File: src/design/irq_prio_pkg.sv
// constants, types and state layout for the interrupt aggregation block
// Function
// [RQ1] nine sources, each with flag and enable
// [RQ2] flags set regardless of any enable
// [RQ3] global enable bit 7 gates every interrupt
// [RQ4] enabled pending flag vectors with no extra condition
// [RQ5] every reset clears the global enable
// [RQ6] return instruction sets global enable again
// [RQ7] edge, port, timer flags and enables in control
// [RQ8] peripheral flags, enables separate; group enable in control
// [RQ9] service clears global enable, pushes, loads 0004h
// [RQ10] software polls and clears flags before re-enabling
// [RQ11] external event latency three or four instruction cycles
// [RQ12] latency independent of instruction length
// [RQ13] peripheral request also needs group enable
package irq_prio_pkg;
   // control register bit positions
   localparam int CTRL_GLOBAL_EN = 7;
   localparam int CTRL_GROUP_EN = 6;
   localparam int CTRL_TMR_EN = 5;
   localparam int CTRL_EDGE_EN = 4;
   localparam int CTRL_PORT_EN = 3;
   localparam int CTRL_TMR_FLAG = 2;
   localparam int CTRL_EDGE_FLAG = 1;
   localparam int CTRL_PORT_FLAG = 0;
   localparam logic [7:0] CTRL_RESET = 8'h00;
   localparam logic [7:0] PERIPH_RESET = 8'h00;
   // implemented peripheral bits: six sources, three more live in control
   localparam logic [7:0] PERIPH_MASK_DEF = 8'h5F;
   // interrupt vector loaded into the program counter
   localparam logic [12:0] IRQ_VECTOR = 13'h0004;
   // byte offsets on the bus
   localparam logic [31:0] OFS_CTRL = 32'h0000_0000;
   localparam logic [31:0] OFS_PFLAG = 32'h0000_0004;
   localparam logic [31:0] OFS_PEN = 32'h0000_0008;
   localparam logic [31:0] OFS_EVT_STS = 32'h0000_000C;
   localparam logic [31:0] OFS_EVT_CLR = 32'h0000_0010;
   localparam logic [31:0] OFS_EVT_EN = 32'h0000_0014;
   // event status bits
   localparam int EVT_TAKEN = 0;
   localparam int EVT_RETURN = 1;
   localparam int EVT_W = 2;
   // quarter-cycle divider
   localparam int QDIV_W = 8;
   localparam logic [QDIV_W-1:0] QTR_CLKS_DEF = 8'h01;
   localparam logic [1:0] Q_LAST = 2'h3;
   localparam int QUARTERS = 4;
   // waits at instruction boundaries before the vector
   localparam int LAT_INSTR = 3;

   typedef enum logic [2:0] {
      REG_CTRL = 3'b000,
      REG_PFLAG = 3'b001,
      REG_PEN = 3'b010,
      REG_EVT_STS = 3'b011,
      REG_EVT_CLR = 3'b100,
      REG_EVT_EN = 3'b101,
      REG_NONE = 3'b111
   } reg_sel_t;

   typedef enum logic [1:0] {
      S_IDLE = 2'b00,
      S_W1 = 2'b01,
      S_W2 = 2'b10,
      S_W3 = 2'b11
   } seq_t;

   typedef struct packed {
      logic [7:0] ctrl;
      logic [7:0] pflag;
      logic [7:0] pen;
      logic [EVT_W-1:0] evt_sts;
      logic [EVT_W-1:0] evt_en;
      logic dp_wr;
      reg_sel_t dp_sel;
      logic [31:0] rdata;
      logic [QDIV_W-1:0] qdiv;
      logic [1:0] qph;
      seq_t seq;
      logic take;
      logic [12:0] pc_load;
   } state_t;
endpackage : irq_prio_pkg

File: src/design/irq_prio_logic.sv
// interrupt aggregation, gating and vector sequencing with an AHB-Lite register slave
`timescale 1ns/1ps
`default_nettype none
module irq_prio_logic import irq_prio_pkg::*; #(
   parameter logic [7:0] PERIPH_MASK = PERIPH_MASK_DEF,
   parameter logic [QDIV_W-1:0] QTR_CLKS = QTR_CLKS_DEF
) (
   input wire logic clk_sys_in,
   input wire logic arst_n_in,
   // AHB-Lite slave
   input wire logic hsel_in,
   input wire logic [31:0] haddr_in,
   input wire logic [1:0] htrans_in,
   input wire logic hwrite_in,
   input wire logic [2:0] hsize_in,
   input wire logic [31:0] hwdata_in,
   input wire logic hready_in,
   output logic hreadyout_out,
   output logic hresp_out,
   output logic [31:0] hrdata_out,
   // interrupt events
   input wire logic ext_edge_evt_in,
   input wire logic port_change_evt_in,
   input wire logic timer_zero_ovf_in,
   input wire logic [7:0] periph_evt_in,
   // core sequencer side
   input wire logic return_from_irq_in,
   output logic irq_take_out,
   output logic [12:0] pc_load_addr_out,
   output logic [1:0] q_phase_out,
   output logic instr_end_out,
   // block interrupt
   output logic irq_out
);

   // one byte address decode, shared by read and write paths
   function automatic reg_sel_t decode(input logic [31:0] addr);
      reg_sel_t sel;
      sel = REG_NONE;
      unique case (addr)
         OFS_CTRL: sel = REG_CTRL;
         OFS_PFLAG: sel = REG_PFLAG;
         OFS_PEN: sel = REG_PEN;
         OFS_EVT_STS: sel = REG_EVT_STS;
         OFS_EVT_CLR: sel = REG_EVT_CLR;
         OFS_EVT_EN: sel = REG_EVT_EN;
         default: sel = REG_NONE;
      endcase
      return sel;
   endfunction : decode

   // read view of a state copy; write-only and unmapped read zero
   function automatic logic [31:0] read_mux(input reg_sel_t sel, input state_t s);
      logic [31:0] d;
      d = 32'h0000_0000;
      unique case (sel)
         REG_CTRL: d = {24'h00_0000, s.ctrl};
         REG_PFLAG: d = {24'h00_0000, s.pflag};
         REG_PEN: d = {24'h00_0000, s.pen};
         REG_EVT_STS: d = {30'h0000_0000, s.evt_sts};
         REG_EVT_EN: d = {30'h0000_0000, s.evt_en};
         REG_EVT_CLR: d = 32'h0000_0000;
         REG_NONE: d = 32'h0000_0000;
         default: d = 32'h0000_0000;
      endcase
      return d;
   endfunction : read_mux

   state_t st_reg;
   state_t st_next;
   logic qtr_end;
   logic instr_end;
   logic core_req;
   logic periph_req;
   logic req;
   logic addr_ok;
   reg_sel_t addr_sel;

   // quarter and instruction boundaries from the divider
   assign qtr_end = (st_reg.qdiv == QTR_CLKS - 8'h01);
   assign instr_end = qtr_end && (st_reg.qph == Q_LAST);

   // request gating: core sources need only their enable, peripherals the group too
   assign core_req = (st_reg.ctrl[CTRL_TMR_FLAG] && st_reg.ctrl[CTRL_TMR_EN]) ||
                     (st_reg.ctrl[CTRL_EDGE_FLAG] && st_reg.ctrl[CTRL_EDGE_EN]) ||
                     (st_reg.ctrl[CTRL_PORT_FLAG] && st_reg.ctrl[CTRL_PORT_EN]); // [RQ1] [RQ7]
   assign periph_req = st_reg.ctrl[CTRL_GROUP_EN] && |(st_reg.pflag & st_reg.pen); // [RQ8] [RQ13]
   assign req = st_reg.ctrl[CTRL_GLOBAL_EN] && (core_req || periph_req); // [RQ3] [RQ4]

   // address phase qualifier
   assign addr_ok = hsel_in && hready_in && htrans_in[1];
   assign addr_sel = decode(haddr_in);

   // next-state for the whole block
   always_comb begin
      st_next = st_reg;
      st_next.take = 1'b0;
      // divider: quarter phases advance on every qtr_end
      if (qtr_end) begin
         st_next.qdiv = '0;
         st_next.qph = st_reg.qph + 2'h1;
      end else begin
         st_next.qdiv = st_reg.qdiv + 8'h01;
      end
      // data phase write; only whole words are issued by the master
      if (st_reg.dp_wr) begin
         unique case (st_reg.dp_sel)
            REG_CTRL: st_next.ctrl = hwdata_in[7:0];
            REG_PFLAG: st_next.pflag = hwdata_in[7:0] & PERIPH_MASK; // [RQ8]
            REG_PEN: st_next.pen = hwdata_in[7:0] & PERIPH_MASK; // [RQ8]
            REG_EVT_CLR: st_next.evt_sts = st_reg.evt_sts & ~hwdata_in[EVT_W-1:0];
            REG_EVT_EN: st_next.evt_en = hwdata_in[EVT_W-1:0];
            REG_EVT_STS: st_next.evt_sts = st_reg.evt_sts;
            REG_NONE: st_next.evt_sts = st_reg.evt_sts;
            default: st_next.evt_sts = st_reg.evt_sts;
         endcase
      end
      // return instruction re-arms acceptance
      if (return_from_irq_in) begin
         st_next.ctrl[CTRL_GLOBAL_EN] = 1'b1; // [RQ6]
         st_next.evt_sts[EVT_RETURN] = 1'b1;
      end
      // hardware flag sets after the write so an event never gets lost
      if (ext_edge_evt_in) begin
         st_next.ctrl[CTRL_EDGE_FLAG] = 1'b1; // [RQ2]
      end
      if (port_change_evt_in) begin
         st_next.ctrl[CTRL_PORT_FLAG] = 1'b1; // [RQ2]
      end
      if (timer_zero_ovf_in) begin
         st_next.ctrl[CTRL_TMR_FLAG] = 1'b1; // [RQ2]
      end
      st_next.pflag = st_next.pflag | (periph_evt_in & PERIPH_MASK); // [RQ2]
      // vector sequencer steps only at instruction boundaries, so the core's
      // instruction length never enters into it; a lost request aborts
      if (instr_end) begin
         unique case (st_reg.seq)
            S_IDLE: st_next.seq = req ? S_W1 : S_IDLE; // [RQ4] [RQ12]
            S_W1: st_next.seq = req ? S_W2 : S_IDLE; // [RQ11]
            S_W2: st_next.seq = req ? S_W3 : S_IDLE; // [RQ11]
            S_W3: begin
               st_next.seq = S_IDLE;
               if (req) begin
                  st_next.take = 1'b1; // [RQ9]
                  st_next.pc_load = IRQ_VECTOR; // [RQ9]
                  st_next.ctrl[CTRL_GLOBAL_EN] = 1'b0; // [RQ9]
                  st_next.evt_sts[EVT_TAKEN] = 1'b1;
               end
            end
         endcase
      end
      // address phase capture; read data built from the updated copy so a
      // write just before the read is seen without a wait state
      st_next.dp_wr = addr_ok && hwrite_in;
      if (addr_ok) begin
         st_next.dp_sel = addr_sel;
         if (!hwrite_in) begin
            st_next.rdata = read_mux(addr_sel, st_next);
         end
      end
   end

   // single state register; reset clears the global enable
   always_ff @(posedge clk_sys_in or negedge arst_n_in) begin
      if (!arst_n_in) begin
         st_reg <= '{ctrl: CTRL_RESET, pflag: PERIPH_RESET, pen: PERIPH_RESET,
                     evt_sts: '0, evt_en: '0, dp_wr: 1'b0, dp_sel: REG_NONE,
                     rdata: 32'h0000_0000, qdiv: '0, qph: 2'h0, seq: S_IDLE,
                     take: 1'b0, pc_load: 13'h0000}; // [RQ5]
      end else begin
         st_reg <= st_next;
      end
   end

   // outputs; the slave never inserts wait states and always answers okay
   assign hreadyout_out = 1'b1;
   assign hresp_out = 1'b0;
   assign hrdata_out = st_reg.rdata;
   assign irq_take_out = st_reg.take;
   assign pc_load_addr_out = st_reg.pc_load;
   assign q_phase_out = st_reg.qph;
   assign instr_end_out = instr_end;
   assign irq_out = |(st_reg.evt_sts & st_reg.evt_en);

   // bound on the vector wait in clocks: four boundaries at most
   // sized from the actual divider so the window stays tight and short
   localparam int LAT_CLKS = (LAT_INSTR + 1) * QUARTERS * int'(QTR_CLKS);

   a_edge_flag_set: assert property (@(posedge clk_sys_in) disable iff (!arst_n_in) // [RQ2]
      ext_edge_evt_in |=> st_reg.ctrl[CTRL_EDGE_FLAG])
      else $error("edge event did not set its flag");

   a_periph_flag_set: assert property (@(posedge clk_sys_in) disable iff (!arst_n_in) // [RQ2]
      (periph_evt_in[0] && PERIPH_MASK[0]) |=> st_reg.pflag[0])
      else $error("peripheral event did not set its flag");

   a_enable_gates_take: assert property (@(posedge clk_sys_in) disable iff (!arst_n_in) // [RQ3]
      irq_take_out |-> $past(st_reg.ctrl[CTRL_GLOBAL_EN], 1))
      else $error("vector taken while global enable was clear");

   a_take_clears_gie: assert property (@(posedge clk_sys_in) disable iff (!arst_n_in) // [RQ9]
      irq_take_out |-> !st_reg.ctrl[CTRL_GLOBAL_EN] && pc_load_addr_out == IRQ_VECTOR)
      else $error("service did not clear enable or load vector");

   a_return_sets_gie: assert property (@(posedge clk_sys_in) disable iff (!arst_n_in) // [RQ6]
      return_from_irq_in |=> st_reg.ctrl[CTRL_GLOBAL_EN])
      else $error("return did not re-arm global enable");

   a_group_gates_periph: assert property (@(posedge clk_sys_in) disable iff (!arst_n_in) // [RQ13]
      irq_take_out |-> $past(core_req) || $past(st_reg.ctrl[CTRL_GROUP_EN]))
      else $error("peripheral request passed with group enable clear");

   a_take_on_boundary: assert property (@(posedge clk_sys_in) disable iff (!arst_n_in) // [RQ12]
      irq_take_out |-> $past(instr_end) && $past(st_reg.seq) == S_W3)
      else $error("vector not aligned to an instruction boundary");

   a_take_latency: assert property (@(posedge clk_sys_in) disable iff (!arst_n_in) // [RQ11]
      (instr_end && st_reg.seq == S_IDLE && req) |-> ##[1:LAT_CLKS] (irq_take_out || !req))
      else $error("pending request was not vectored in time");

   a_no_early_take: assert property (@(posedge clk_sys_in) disable iff (!arst_n_in) // [RQ11]
      (instr_end && st_reg.seq == S_IDLE && req) |=> !irq_take_out)
      else $error("vector taken before the minimum latency");

   a_taken_status: assert property (@(posedge clk_sys_in) disable iff (!arst_n_in)
      irq_take_out |-> st_reg.evt_sts[EVT_TAKEN])
      else $error("taken event not recorded in status");

   // remaining flag sources, each sets regardless of any enable
   a_port_flag_set: assert property (@(posedge clk_sys_in) disable iff (!arst_n_in) // [RQ2]
      port_change_evt_in |=> st_reg.ctrl[CTRL_PORT_FLAG])
      else $error("port change event did not set its flag");

   a_timer_flag_set: assert property (@(posedge clk_sys_in) disable iff (!arst_n_in) // [RQ2]
      timer_zero_ovf_in |=> st_reg.ctrl[CTRL_TMR_FLAG])
      else $error("timer overflow did not set its flag");

   // one check per implemented peripheral line
   for (genvar i = 0; i < 8; i++) begin : g_periph_chk
      if (PERIPH_MASK[i]) begin : g_impl
         a_periph_bit_set: assert property (@(posedge clk_sys_in) disable iff (!arst_n_in) // [RQ2]
            periph_evt_in[i] |=> st_reg.pflag[i])
            else $error("peripheral event bit did not set its flag");
      end
   end

   // flags are sticky: only a software write takes them down
   a_edge_flag_sticky: assert property (@(posedge clk_sys_in) disable iff (!arst_n_in) // [RQ2]
      (st_reg.ctrl[CTRL_EDGE_FLAG] && !(st_reg.dp_wr && st_reg.dp_sel == REG_CTRL))
      |=> st_reg.ctrl[CTRL_EDGE_FLAG])
      else $error("edge flag dropped without a write");

   a_pflag_sticky: assert property (@(posedge clk_sys_in) disable iff (!arst_n_in) // [RQ2]
      (st_reg.pflag[0] && !(st_reg.dp_wr && st_reg.dp_sel == REG_PFLAG)) |=> st_reg.pflag[0])
      else $error("peripheral flag dropped without a write");

   a_unimpl_bits_zero: assert property (@(posedge clk_sys_in) disable iff (!arst_n_in) // [RQ1]
      (st_reg.pflag & ~PERIPH_MASK) == 8'h00 && (st_reg.pen & ~PERIPH_MASK) == 8'h00)
      else $error("unimplemented peripheral bit became set");

   // reset checks run without a disable so they see the reset itself
   a_reset_clears_enable: assert property (@(posedge clk_sys_in) // [RQ5]
      !arst_n_in |-> !st_reg.ctrl[CTRL_GLOBAL_EN])
      else $error("global enable set during reset");

   a_reset_no_take: assert property (@(posedge clk_sys_in) // [RQ5]
      !arst_n_in |-> !irq_take_out && st_reg.seq == S_IDLE)
      else $error("sequencer active during reset");

   // sequencer stepping, one state per instruction boundary
   a_disabled_no_start: assert property (@(posedge clk_sys_in) disable iff (!arst_n_in) // [RQ3]
      (instr_end && !st_reg.ctrl[CTRL_GLOBAL_EN]) |=> st_reg.seq == S_IDLE && !irq_take_out)
      else $error("sequencer ran with global enable clear");

   a_start_on_request: assert property (@(posedge clk_sys_in) disable iff (!arst_n_in) // [RQ4]
      (instr_end && st_reg.seq == S_IDLE && req) |=> st_reg.seq == S_W1)
      else $error("enabled request did not start the sequencer");

   a_wait_steps: assert property (@(posedge clk_sys_in) disable iff (!arst_n_in) // [RQ11]
      (instr_end && st_reg.seq == S_W1 && req) |=> st_reg.seq == S_W2)
      else $error("sequencer did not leave first wait");

   a_wait_last: assert property (@(posedge clk_sys_in) disable iff (!arst_n_in) // [RQ11]
      (instr_end && st_reg.seq == S_W2 && req) |=> st_reg.seq == S_W3)
      else $error("sequencer did not reach last wait");

   a_lost_req_aborts: assert property (@(posedge clk_sys_in) disable iff (!arst_n_in) // [RQ4]
      (instr_end && !req) |=> st_reg.seq == S_IDLE && !irq_take_out)
      else $error("vanished request was not aborted");

   a_seq_off_boundary: assert property (@(posedge clk_sys_in) disable iff (!arst_n_in) // [RQ12]
      !instr_end |=> $stable(st_reg.seq))
      else $error("sequencer moved between boundaries");

   a_group_blocks_start: assert property (@(posedge clk_sys_in) disable iff (!arst_n_in) // [RQ13]
      (instr_end && st_reg.seq == S_IDLE && !st_reg.ctrl[CTRL_GROUP_EN] && !core_req)
      |=> st_reg.seq == S_IDLE)
      else $error("peripheral request started with group enable clear");

   a_core_no_group: assert property (@(posedge clk_sys_in) disable iff (!arst_n_in) // [RQ7]
      (instr_end && st_reg.seq == S_IDLE && st_reg.ctrl[CTRL_GLOBAL_EN] && core_req)
      |=> st_reg.seq == S_W1)
      else $error("core source held back by group enable");

   // vector handover
   a_take_one_cycle: assert property (@(posedge clk_sys_in) disable iff (!arst_n_in) // [RQ9]
      irq_take_out |=> !irq_take_out)
      else $error("take pulse longer than one cycle");

   a_vector_held: assert property (@(posedge clk_sys_in) disable iff (!arst_n_in) // [RQ9]
      irq_take_out |=> pc_load_addr_out == IRQ_VECTOR)
      else $error("vector address not held after take");

   a_return_status: assert property (@(posedge clk_sys_in) disable iff (!arst_n_in)
      return_from_irq_in |=> st_reg.evt_sts[EVT_RETURN])
      else $error("return not recorded in status");

   // divider and phase counter
   a_qph_advance: assert property (@(posedge clk_sys_in) disable iff (!arst_n_in) // [RQ11]
      qtr_end |=> st_reg.qph == $past(st_reg.qph) + 2'h1)
      else $error("quarter phase did not advance");

   a_qdiv_bounded: assert property (@(posedge clk_sys_in) disable iff (!arst_n_in)
      st_reg.qdiv < QTR_CLKS)
      else $error("divider ran past its terminal count");

   // register slave behaviour
   a_read_data_stable: assert property (@(posedge clk_sys_in) disable iff (!arst_n_in)
      !(addr_ok && !hwrite_in) |=> $stable(hrdata_out))
      else $error("read data changed without a read");

   a_group_write: assert property (@(posedge clk_sys_in) disable iff (!arst_n_in) // [RQ8]
      (st_reg.dp_wr && st_reg.dp_sel == REG_CTRL)
      |=> st_reg.ctrl[CTRL_GROUP_EN] == $past(hwdata_in[CTRL_GROUP_EN]))
      else $error("group enable write did not land");

   a_pen_write: assert property (@(posedge clk_sys_in) disable iff (!arst_n_in) // [RQ8]
      (st_reg.dp_wr && st_reg.dp_sel == REG_PEN)
      |=> st_reg.pen == ($past(hwdata_in[7:0]) & PERIPH_MASK))
      else $error("peripheral enable write did not land");

   a_clear_event: assert property (@(posedge clk_sys_in) disable iff (!arst_n_in)
      (st_reg.dp_wr && st_reg.dp_sel == REG_EVT_CLR && hwdata_in[EVT_TAKEN] &&
       !(instr_end && st_reg.seq == S_W3 && req)) |=> !st_reg.evt_sts[EVT_TAKEN])
      else $error("event clear did not clear taken status");

endmodule : irq_prio_logic
`default_nettype wire

File: config.mk
export PLATFORM = sky130hd
export DESIGN_NAME = irq_prio_logic
export DESIGN_NICKNAME = d
export VERILOG_FILES = /design/src/design/irq_prio_pkg.sv /design/src/design/irq_prio_logic.sv
export SDC_FILE = /design/constraint.sdc
export NUM_CORES = 1
export LEC_CHECK = 0
export BUFFER_PORTS_ARGS = -buffer_cell sky130_fd_sc_hd__clkbuf_2
export CAP_MARGIN = 20
export CORE_AREA = 2 2 103 105
export DETAILED_ROUTE_END_ITERATION = 8
export DIE_AREA = 0 0 105 107
export PLACE_DENSITY = 0.52
export SLEW_MARGIN = 20
export SYNTH_ARGS = -nofsm -noshare
export SYNTH_HDL_FRONTEND = slang
export SYNTH_SLANG_ARGS = --single-unit
File: constraint.sdc
create_clock -name clk_sys_in -period 6 [get_ports clk_sys_in]
set_input_delay 0.3 -clock clk_sys_in [delete_from_list [all_inputs] [get_ports clk_sys_in]]
set_output_delay 0.3 -clock clk_sys_in [all_outputs]
set_load 0.05 [all_outputs]
After elaboration in Yosys (flattened, before gate mapping). Cells that the tools add are included. W data, S select, Z words.

Multiplexer cells: 27. Reductions and logical operators: 21. $add $sub $neg: 2. Equality and inequality tests: 17. Bitwise operators: 6.

Operators by type and width (count): $eq A32 B4 Y1 const B (2); $eq A32 B5 Y1 const B (2); $mux W14 (3); $pmux W8 S5 (1); $eq A32 B3 Y1 const B (1); $logic_not A32 Y1 (1); $mux W8 (4); $mux W28 (1); $pmux W3 S6 (1); $mux W1 (12); $eq A3 B2 Y1 const B (3); $eq A3 B3 Y1 const B (3); $logic_and A1 B1 Y1 (9); $add A8 B1 Y8 const B (1); $and A8 B8 Y8 (1); $logic_not A8 Y1 (1); $mux W2 (4); $or A8 B7 Y8 (1); $pmux W2 S4 (1); $reduce_or A8 Y1 (1); $eq A2 B2 Y1 const B (3); $eq A3 B1 Y1 const B (2); $logic_not A3 Y1 (2); $and A2 B2 Y2 (2); other kinds (9) (11).

Output and inout bits: 52. Logic and storage cells: 86. Bits of input ports: 86. Flip-flop bits (word level): 78.

Logic depth before layout (Yosys ltp). Gate-level depths: netlist of run 1.

Word-level depth: 9. Gate-level depth with buffers: 7.

Worst setup path before layout of run 1. No wires, ideal clock.

Path kind: reg2reg. Start: reg st_reg[59] (netlist bit). End: reg st_reg (netlist bit hrdata_out[0]). Stages on the path, launching flop included: 7. Buffers on the path: 1. Setup time: 0.134 ns. Path slack: 4.004 ns. Clock period less this slack: 1.996 ns. Required time: 5.866 ns. Arrival: 1.862 ns. Cells stage by stage: dfstp_2 -> nor4bb_1 -> buf_2 -> mux2_1 -> a32o_1 -> a221oi_1 -> o211ai_1.

RTL lines: from (decl) (line irq_prio_logic.sv:69) `state_t st_reg;`; from (signal assigned) (line irq_prio_logic.sv:166) `st_reg <= '{ctrl: CTRL_RESET, pflag: PERIPH_RESET, pen: PERIPH_RESET,`; from (signal assigned) (line irq_prio_logic.sv:171) `st_reg <= st_next;`.

Worst setup path after layout of run 1.
Start: reg st_reg[18] (netlist bit). End: out instr_end_out.

Longest elaborated chain between the ends: 2.

RTL lines: $logic_not A8 Y1 (line irq_prio_logic.sv:80) `assign qtr_end = (st_reg.qdiv == QTR_CLKS - 8'h01);`; $logic_and A1 B1 Y1 (line irq_prio_logic.sv:81) `assign instr_end = qtr_end && (st_reg.qph == Q_LAST);`; to (decl) (line irq_prio_logic.sv:31) `output logic instr_end_out,`.

Every way passes these cells.

==> results.yml, run 1 <==
placement:
  port_buffers: 69
  place.gp.congestion: 0.792
  hpwl_mm: 5.25
  placedCellCount: 475
  postPlaceCellArea_sq_um: 3260
cts:
  clk_pin_slew_ns: 0.10
  clock_path_buffers: 2
  cts_tree: "done"
  cts_buffers: 5
  insertion_delay_ns: 0.32
  cts_sinks: 54
  htreeDepth: 2
  cts_resized: 0
  post-cts-setup-buffers: 0
  root_buffer: "clkbuf_8"
  postCtsHoldBufs: 0
power:
  ir_worst_vdd_mv: 0.0861
  p_leak_nw: 1.57
  p_clk_frac: 0.308
  switching_share: 0.320
  p_int_mw: 0.487
  p_seq_frac: 0.526
  p_per_area_nw_per_um2: 213
  p_switching_mw: 0.229
  power.share.combinational: 0.166
critical_path:
  crit_type: "reg -> out"
  worstPathMaxFanout: 5
  crit_chain: "inv_1, ha_1, nor4b_1, nand3_1, inv_1, clkbuf_2"
  arrival_ns: 1.94
  cp-end-kind: "output port"
  worst-path-buf-inv: 3
  cpLargestDelayFamily: "simple AND/OR/NAND/NOR gates"
  startpoint_type: "flop"
  max_stage_delay_ns: 0.45
  crit_path_frequent_cell: "inv_1"
  cp_slowest_cell: "dfrtp_1"
  critPathRequiredTime_ns: 5.70
route:
  avgViaCountPerCell: 4.54
  drc: 0
  drtPass1Iterations: 4
  totalWireLength_mm: 6.83
  dr_total_vias: 2194
  wl_per_cell_microns: 14.1
  drtAntennaViolNets: 0
  drtIter0Drc: 101
global_routing:
  antenna_found_initial: 0
  gr-total-overflow: 0
  grt_pass1_wl_mm: 10.9
  grt_usage: 0.124
  grt_pass1_vias: 2045
  grt_max_degree: 55
floorplanning:
  die_h_microns: 107
  rows: 37
  initial_core_util: 0.296
  coreArea_sq_um: 10100
  fp.dieArea_sq_um: 11200
  dieWidth_microns: 105
  io_pins: 138
logic_synthesis:
  yosysSeqAreaShare: 0.454
  synth-async-reset-ratio: 1.00
  synth_flop_cell: "dfrtp_1"
  yosys.area.top_type: "dfrtp_1"
  syn_area_sq_um: 2980
  synth_enable_flop_cells: 0
  synth_area_leaders: "dfrtp_1, buf_4, mux2_2"
  synth_warnings: 0
  ys_seq_elements: 54
  netlist.area_leader.share: 0.428
  avgSynthCellArea_sq_um: 10.4
  synth_cell_types: 54
  synthCells: 287
sta:
  hold_violations: 0
  rsz0062_at_grt: "no"
  slew_violations: 0
  fmax_mhz: 446
  slew_headroom: 0.405
  finalCritPeriodShare: 0.374
  fin_setup_tns_ns: 0
  fin_crit_ns: 2.24
  skew_ns: 0.0127
  finalSetupViolCount: 0
  worst_pin_slew_ns: 0.886
cells_and_area:
  num-fill-cells: 1071
  layout.nets: 435
  area_delta_synth_final_pct: 12.4
  finish.instance_area_sq_um: 3350
  layout.cells.non_filler: 483
  n_antenna_cell: 0
  post-route-util: 0.332
  largest_reg_flops: 42
  drive_above_1_share: 0.311
hold_path:
  hold_path_class: "in -> async"
status:
  status: "finished, final reports clean"
job:
  maxCapViolations: 0
[through the flow]
stage	hold slack (ns)	power, mW	setup slack [ns]
floorplan	0.00441	0.483	4.00
global placement	0.452	0.502	3.57
detailed placement	0.471	0.504	3.61
CTS	0.130	0.725	3.73
global route	0.151	0.752	3.63
finish	0.101	0.716	3.76
[Yosys cell counts (3+ instances only)]
cell type and instances:
a211o_1 5, a21boi_0 4, a21oi_1 6, a22oi_1 10, a31oi_1 3, and2_1 3
and3_1 4, buf_4 49, clkbuf_1 3, dfrtp_1 51, dfstp_2 3, ha_1 3
inv_1 7, mux2_2 13, nand2_1 14, nand3_1 6, nand4_1 3, nor2_1 21
nor2b_1 11, nor3_1 8, nor4_2 4, o21ai_0 5, o21ai_1 3, or2_2 5
xnor2_1 5
[routing by layer]
layer,wire length (microns),share of wire,track usage
met5,0,0,0
met4,69,0.010,0.0314
met3,383,0.056,0.0237
met2,3240,0.47,0.199
met1,3140,0.46,0.172
[kinds of logic after synthesis]
| group | count (synthesis) | synth area share |
|---|---|---|
| AND/OR/NAND/NOR | 94 | 0.193 |
| multiplexers | 15 | 0.0562 |
| flip-flops | 54 | 0.454 |
| AO/OA/AOI/OAI | 50 | 0.121 |
| XOR/XNOR | 7 | 0.0206 |
| buffers and inverters | 62 | 0.141 |
| other | 2 | 0.00252 |
| adder cells (fa/ha/maj) | 3 | 0.0126 |
[worst paths after layout]
| path | start | endpoint | slack [ns] | cells past startpoint |
|---|---|---|---|---|
| worst max register to register | st_reg[59] | hrdata_out[0] | 3.78 | 6 |
| worst max-delay path | st_reg[18] | instr_end_out | 3.76 | 6 |
| min in group clk_sys_in | periph_evt_in[6] | st_reg[80] | 0.18 | 2 |
| worst min-delay path | arst_n_in | st_reg[62] | 0.10 | 2 |
| worst min register to register | pc_load_addr_out[2] | pc_load_addr_out[2] | 0.48 | 1 |
| max in group asynchronous | arst_n_in | st_reg[61] | 5.45 | 2 |
[placed cells by master, fill, tap and decap left out, types with 5 or more instances in the layout]
master	Yosys	routed
nand3_1	6	6
a211o_1	5	5
or2_2	5	5
nor2b_1	11	11
clkbuf_8	0	5
inv_1	7	7
o21ai_0	5	5
conb_1	2	38
nor2_1	21	21
a21oi_1	6	6
mux2_2	13	13
nand2_1	14	14
dfrtp_1	51	51
a22oi_1	10	10
xnor2_1	5	5
nor3_1	8	8
clkbuf_2	0	69
[power groups by stage]
stage	sequential [mW]	combinational [mW]	clock (mW)
after floorplan	0.382	0.101	0
after global placement	0.383	0.119	0
after detailed placement	0.383	0.120	0
after CTS	0.376	0.120	0.229
after global routing	0.377	0.129	0.245
final	0.376	0.119	0.220
[area by class of cell]
type / instances / area (sq um) / area share
well taps: 136 / 170 / 0.0507
repair buffers: 71 / 360 / 0.107
inverters: 7 / 26.3 / 0.00784
clock buffers: 5 / 68.8 / 0.0205
multi-input cells: 207 / 1340 / 0.401
flip-flops and latches: 54 / 1360 / 0.404
clock inverters: 3 / 28.8 / 0.00858
No activity file was read; power rests on OpenSTA's default activity.
==> run 2, diff against run 1 <==
--- a/config.mk
+++ b/config.mk
@@ -5,12 +5,13 @@
 export SDC_FILE = /design/constraint.sdc
 export NUM_CORES = 1
 export LEC_CHECK = 0
+export ABC_AREA = 1
 export BUFFER_PORTS_ARGS = -buffer_cell sky130_fd_sc_hd__clkbuf_2
 export CAP_MARGIN = 20
-export CORE_AREA = 2 2 103 105
+export CORE_AREA = 2 2 107 109
 export DETAILED_ROUTE_END_ITERATION = 8
-export DIE_AREA = 0 0 105 107
-export PLACE_DENSITY = 0.52
+export DIE_AREA = 0 0 109 111
+export PLACE_DENSITY = 0.51
 export SLEW_MARGIN = 20
 export SYNTH_ARGS = -nofsm -noshare
 export SYNTH_HDL_FRONTEND = slang
==> constraint.sdc (replaced) <==
create_clock -name clk_sys_in -period 2.3 [get_ports clk_sys_in]
set_input_delay 0.115 -clock clk_sys_in [delete_from_list [all_inputs] [get_ports clk_sys_in]]
set_output_delay 0.115 -clock clk_sys_in [all_outputs]
set_load 0.05 [all_outputs]
==> run 2 against run 1 <==
Compared with the run above:
- synthesized cell count increased by 39%
- critical path depth is 4 higher
- clock skew fell by 0.0038 ns
- global-route usage down 0.47 points
- sequential share of layout area shrank 3.7 points
- register-to-register slack worse by 3.3 ns
- clock power grew to 3.9 times the previous value
- combinational power grew to 2.9 times the previous value
- first-iteration DRC count rose by 25%
- total power increased to 3.1 times the previous value
- flip-flop and latch count is the same
- final cell count increased by 25%
- critical path type is now reg -> reg
- largest cell class is now multi-input gates
- largest power group unchanged
==> results.yml, run 2 <==
logic_synthesis:
  netlist.area_leader.share: 0.394
  synthCells: 398
  synth_enable_flop_cells: 0
  yosys.area.top_type: "dfrtp_1"
  syn_area_sq_um: 3240
  synth_flop_cell: "dfrtp_1"
  synth_warnings: 0
  synth_common_cells: "nand2_1, dfrtp_1, buf_4"
  synth-async-reset-ratio: 1.00
  yosysSeqAreaShare: 0.418
  ys_seq_elements: 54
  synth_most_common_cell: "nand2_1"
  synth_cell_types: 40
  avgSynthCellArea_sq_um: 8.14
  synth_area_leaders: "dfrtp_1, buf_4, nand2_1"
cells_and_area:
  layout_common_cells: "nand2_1, clkbuf_2, dfrtp_1"
  area_delta_synth_final_pct: 13.8
  post-route-util: 0.333
  finish.instance_area_sq_um: 3690
  ff_latch_area_sq_um: 1360
  layout.cells.non_filler: 604
  num-fill-cells: 1172
  n_antenna_cell: 0
  largest_reg_flops: 42
  final_common_cell: "nand2_1"
  multi_input_area_sq_um: 1430
  layout.nets: 549
  drive_above_1_share: 0.280
critical_path:
  crit_type: "reg -> reg"
  reg2reg_depth: 10
  reg2reg_slack_ns: 0.51
  r2r_end: "hrdata_out[6]"
  cp-end-kind: "flop"
  startpoint_type: "flop"
  arrival_ns: 1.96
  r2r_start: "st_reg[61]"
  worstPathMaxFanout: 7
  critPathRequiredTime_ns: 2.47
floorplanning:
  dieWidth_microns: 109
  die_h_microns: 111
  io_pins: 138
  initial_core_util: 0.292
  rows: 39
  coreArea_sq_um: 11100
  fp.dieArea_sq_um: 12100
power:
  ir_worst_vdd_mv: 0.429
  switching_share: 0.287
  p_switching_mw: 0.638
  p_seq_frac: 0.458
  power.share.combinational: 0.154
  p_leak_nw: 1.85
  p_int_mw: 1.58
  p_per_area_nw_per_um2: 602
  finalPower_mw: 2.22
  p_clk_frac: 0.389
global_routing:
  grt_max_degree: 55
  grt_pass1_vias: 2356
  gr-total-overflow: 0
  grt_usage: 0.119
  antenna_found_initial: 0
  grt_pass1_wl_mm: 11.4
hold_path:
  worstHoldStart: "periph_evt_in[3]"
  holdPathStages: 3
  hold_path_class: "in -> reg"
  holdPathEnd: "st_reg[77]"
sta:
  finalCritPeriodShare: 0.778
  hold_violations: 0
  fmax_mhz: 559
  skew_ns: 0.00893
  slew_violations: 0
  postLayoutSetupSlackWorst_ns: 0.510
  fin_setup_tns_ns: 0
  worst_pin_slew_ns: 0.747
  fin_crit_ns: 1.79
  hold_slack_ns: 0.0270
  rsz0062_at_grt: "no"
  slew_headroom: 0.489
  finalSetupViolCount: 0
route:
  dr_total_vias: 2478
  drtIter0Drc: 126
  drtAntennaViolNets: 0
  drtPass1Iterations: 4
  avgViaCountPerCell: 4.10
  wl_per_cell_microns: 11.3
  drc: 0
  totalWireLength_mm: 6.81
status:
  status: "finished, final reports clean"
placement:
  post-place-ws_ns: 0.499
  place.gp.congestion: 0.816
  postPlaceCellArea_sq_um: 3510
  port_buffers: 69
  placedCellCount: 595
  hpwl_mm: 5.33
job:
  maxCapViolations: 0
cts:
  htreeDepth: 2
  cts_resized: 0
  clock_path_buffers: 2
  cts_buffers: 5
  root_buffer: "clkbuf_16"
  insertion_delay_ns: 0.29
  cts_tree: "done"
  cts_sinks: 54
  clk_pin_slew_ns: 0.07
run 2: cell count changes after synthesis, moves of 10 or more:
cell     before  now
mux2_2       13    1
nand2_1      14   94
nor2_1       21   35
o21ai_1       3   14
nor2b_1      11    0
a22oi_1      10    0
inv_1         7   39
run 2: what timing repair did:
action,CTS,global route
hold buffers,1,0
buffers inserted,0,0
hold endpoints to repair,46,0
run 2: critical path: stages (launching register included):
cell	delay, ns
dfrtp_1	0.40
inv_2	0.06
nor2_4	0.13
nand3_2	0.25
buf_4	0.26
a21oi_2	0.12
o21ai_2	0.07
nand2_1	0.05
o21ai_1	0.06
a21oi_1	0.16
o21ai_1	0.09
run 2: cell families (layout without fill, tap and decap cells):
family	Yosys count	after routing	synth area share
buffers and inverters	103	130	0.183
xor gates and xnor gates	5	5	0.0135
other	2	38	0.00232
DFF	54	54	0.418
and+or+nand+nor	177	177	0.255
muxes	1	1	0.00348
adders and majority gates	3	3	0.0116
AOI/OAI and AO/OA	53	53	0.112
run 2: metal layers:
| layer | track usage | up-vias | share of wire |
|---|---|---|---|
| li1 | - | 1290 | - |
| met1 | 0.161 | 1108 | 0.45 |
| met2 | 0.196 | 76 | 0.48 |
| met3 | 0.0241 | 4 | 0.059 |
| met4 | 0.0256 | 0 | 0.0075 |
| met5 | 0 | - | 0 |
run 2: worst max-delay path by stage:
stage                          start             to  slack [ns]
final                     st_reg[61]  hrdata_out[6]        0.51
after global routing      st_reg[61]  hrdata_out[6]        0.35
after CTS                 st_reg[18]  instr_end_out        0.48
after detailed placement  st_reg[60]  hrdata_out[0]        0.50
after global placement    st_reg[61]  hrdata_out[6]        0.52
after floorplan           st_reg[18]     st_reg[15]        0.76
run 2: final cells by class:
| class | instances | area share |
|---|---|---|
| repair buffers | 72 | 0.100 |
| flip-flops and latches | 54 | 0.367 |
| clock buffers | 5 | 0.0339 |
| inverters | 50 | 0.0509 |
| well taps | 143 | 0.0485 |
| clock inverters | 3 | 0.0119 |
| multi-input cells | 277 | 0.387 |
run 2: power groups by stage:
stage | registers [mW] | clock network, mW | logic (mW)
6_report | 1.02 | 0.863 | 0.341
5_1_grt | 1.02 | 0.929 | 0.374
4_1_cts | 1.02 | 0.900 | 0.346
3_5_place_dp | 1.03 | 0 | 0.343
3_3_place_gp | 1.03 | 0 | 0.341
2_1_floorplan | 1.03 | 0 | 0.298
==> run 3, diff against run 2 <==
--- a/config.mk
+++ b/config.mk
@@ -11,7 +11,7 @@
 export CORE_AREA = 2 2 107 109
 export DETAILED_ROUTE_END_ITERATION = 8
 export DIE_AREA = 0 0 109 111
-export PLACE_DENSITY = 0.51
+export PLACE_DENSITY = 0.53
 export SLEW_MARGIN = 20
 export SYNTH_ARGS = -nofsm -noshare
 export SYNTH_HDL_FRONTEND = slang
==> constraint.sdc (replaced) <==
create_clock -name clk_sys_in -period 1.5 [get_ports clk_sys_in]
set_input_delay 0.075 -clock clk_sys_in [delete_from_list [all_inputs] [get_ports clk_sys_in]]
set_output_delay 0.075 -clock clk_sys_in [all_outputs]
set_load 0.05 [all_outputs]
==> run 3 against run 2 <==
Compared with the run above:
- the run now ends with negative setup slack left
- setup slack got worse by 0.62 ns
- die area stayed put
- final cell count grew 7.0%
- flip-flop and latch count unchanged
- wire length is 9.7% higher
- total power rose by 49%
- utilization is 4.0 points higher
==> results.yml, run 3 (synthesis gave the netlist of run 2 again) <==
status:
  status: "finished, violations left"
  failed_checks: "negative setup slack"
global_routing:
  grt_usage: 0.128
  grt_pass1_vias: 2557
  antenna_found_initial: 0
  grt_max_degree: 27
  grt_pass1_wl_mm: 12.2
  gr-total-overflow: 0
power:
  power.share.combinational: 0.179
  p_switching_mw: 0.978
  p_per_area_nw_per_um2: 804
  p_clk_frac: 0.351
  p_leak_nw: 2.06
  p_seq_frac: 0.470
  switching_share: 0.295
  ir_worst_vdd_mv: 0.504
  p_int_mw: 2.34
sta:
  fin_crit_ns: 1.61
  hold_violations: 0
  fin_setup_tns_ns: -0.388
  slew_violations: 0
  rsz0062_at_grt: "yes"
  finalCritPeriodShare: 1.07
  fmax_mhz: 620
  postLayoutSetupSlackWorst_ns: -0.112
  skew_ns: 0.00282
  finalSetupViolCount: 8
placement:
  place.gp.congestion: 0.821
  port_buffers: 69
  hpwl_mm: 5.90
  post-place-ws_ns: -0.155
cells_and_area:
  final_common_cell: "nand2_1"
  area_delta_synth_final_pct: 27.3
  largest_reg_flops: 42
  drive_above_1_share: 0.370
  n_antenna_cell: 0
  layout.nets: 591
  layout_common_cells: "nand2_1, clkbuf_2, dfrtp_1"
critical_path:
  arrival_ns: 1.79
  crit_type: "reg -> reg"
  r2r_start: "st_reg[18]"
  r2r_end: "hrdata_out[7]"
  startpoint_type: "flop"
  cp-end-kind: "flop"
  critPathRequiredTime_ns: 1.68
  worstPathMaxFanout: 3
  reg2reg_depth: 12
  reg2reg_slack_ns: -0.11
route:
  drtIter0Drc: 88
  drtPass1Iterations: 4
  avgViaCountPerCell: 4.16
  drc: 0
  totalWireLength_mm: 7.46
  drtAntennaViolNets: 0
  wl_per_cell_microns: 11.6
  dr_total_vias: 2689
floorplanning:
  initial_core_util: 0.292
  rows: 39
  io_pins: 138
  die_h_microns: 111
  coreArea_sq_um: 11100
  dieWidth_microns: 109
  fp.dieArea_sq_um: 12100
hold_path:
  hold_path_class: "in -> reg"
  holdPathEnd: "st_reg[61]"
  worstHoldStart: "hwrite_in"
  holdPathStages: 3
cts:
  cts_sinks: 54
  insertion_delay_ns: 0.28
  clock_path_buffers: 2
  htreeDepth: 2
  cts_buffers: 5
  root_buffer: "clkbuf_16"
  cts_tree: "done"
  clk_pin_slew_ns: 0.07
job:
  maxCapViolations: 0
-- run 3: worst max-delay path, stage by stage (launching register included) --
cell and delay (ns):
dfrtp_1 0.38, inv_1 0.06, ha_1 0.15, nand2_2 0.07, nor2_4 0.11, buf_6 0.11, nand3_4 0.07, nor2_4 0.15
nand3_4 0.10, nand3_2 0.07, o211ai_1 0.10, nand2_1 0.08, nand2_1 0.04
-- run 3: final cells by class --
class                   instances  area [sq um]
fillers                      1157          6950
multi-input cells             277          1500
flip-flops and latches         54          1360
repair buffers                114           744
inverters                      50           195
well taps                     143           179
clock buffers                   7           143
clock inverters                 1          5.00
-- run 3: timing repair --
| item | CTS | global route |
|---|---|---|
| gates cloned | 0 | 0 |
| pin swaps | 4 | 8 |
| buffers inserted | 5 | 7 |
| hold buffers | 2 | 0 |
| hold endpoints to repair | 15 | 0 |
| gates resized for setup | 16 | 11 |
| setup endpoints to repair | 10 | 13 |
-- run 3: how the worst max path moves through the flow --
stage	startpoint	to	cells after the start
after floorplan	st_reg[18]	hrdata_out[7]	11
after global placement	st_reg[59]	hrdata_out[0]	8
after detailed placement	st_reg[59]	hrdata_out[0]	8
after CTS	st_reg[18]	hrdata_out[7]	12
after global routing	st_reg[18]	hrdata_out[0]	13
final	st_reg[18]	hrdata_out[7]	12
-- run 3: power by group through the flow --
stage / clock [mW] / sequential (mW) / combinational (mW)
after floorplan: 0 / 1.58 / 0.457
after CTS: 1.21 / 1.56 / 0.586
after global routing: 1.29 / 1.56 / 0.642
final: 1.16 / 1.56 / 0.594
after detailed placement: 0 / 1.59 / 0.568
after global placement: 0 / 1.58 / 0.562
-- run 3: layer usage --
layer | vias to the layer above | global-route usage | part of all wire
met2 | 87 | 0.218 | 0.51
met3 | 2 | 0.0247 | 0.055
met5 | - | 0 | 0
met4 | 0 | 0.0231 | 0.0039
met1 | 1224 | 0.169 | 0.43
li1 | 1376 | - | -
-- run 3: stage by stage --
stage           util  power (mW)  hold slack (ns)  instances  instance area, sq um
3_5_place_dp   0.339        2.15           0.0389        624                  3750
6_report       0.372        3.32          0.00423        646                  4130
4_1_cts        0.364        3.35         0.000612        639                  4030
2_1_floorplan      -        2.04           -0.221        434                  3380
5_1_grt        0.372        3.50           0.0105        646                  4130
3_3_place_gp   0.339        2.14           0.0391        624                  3750
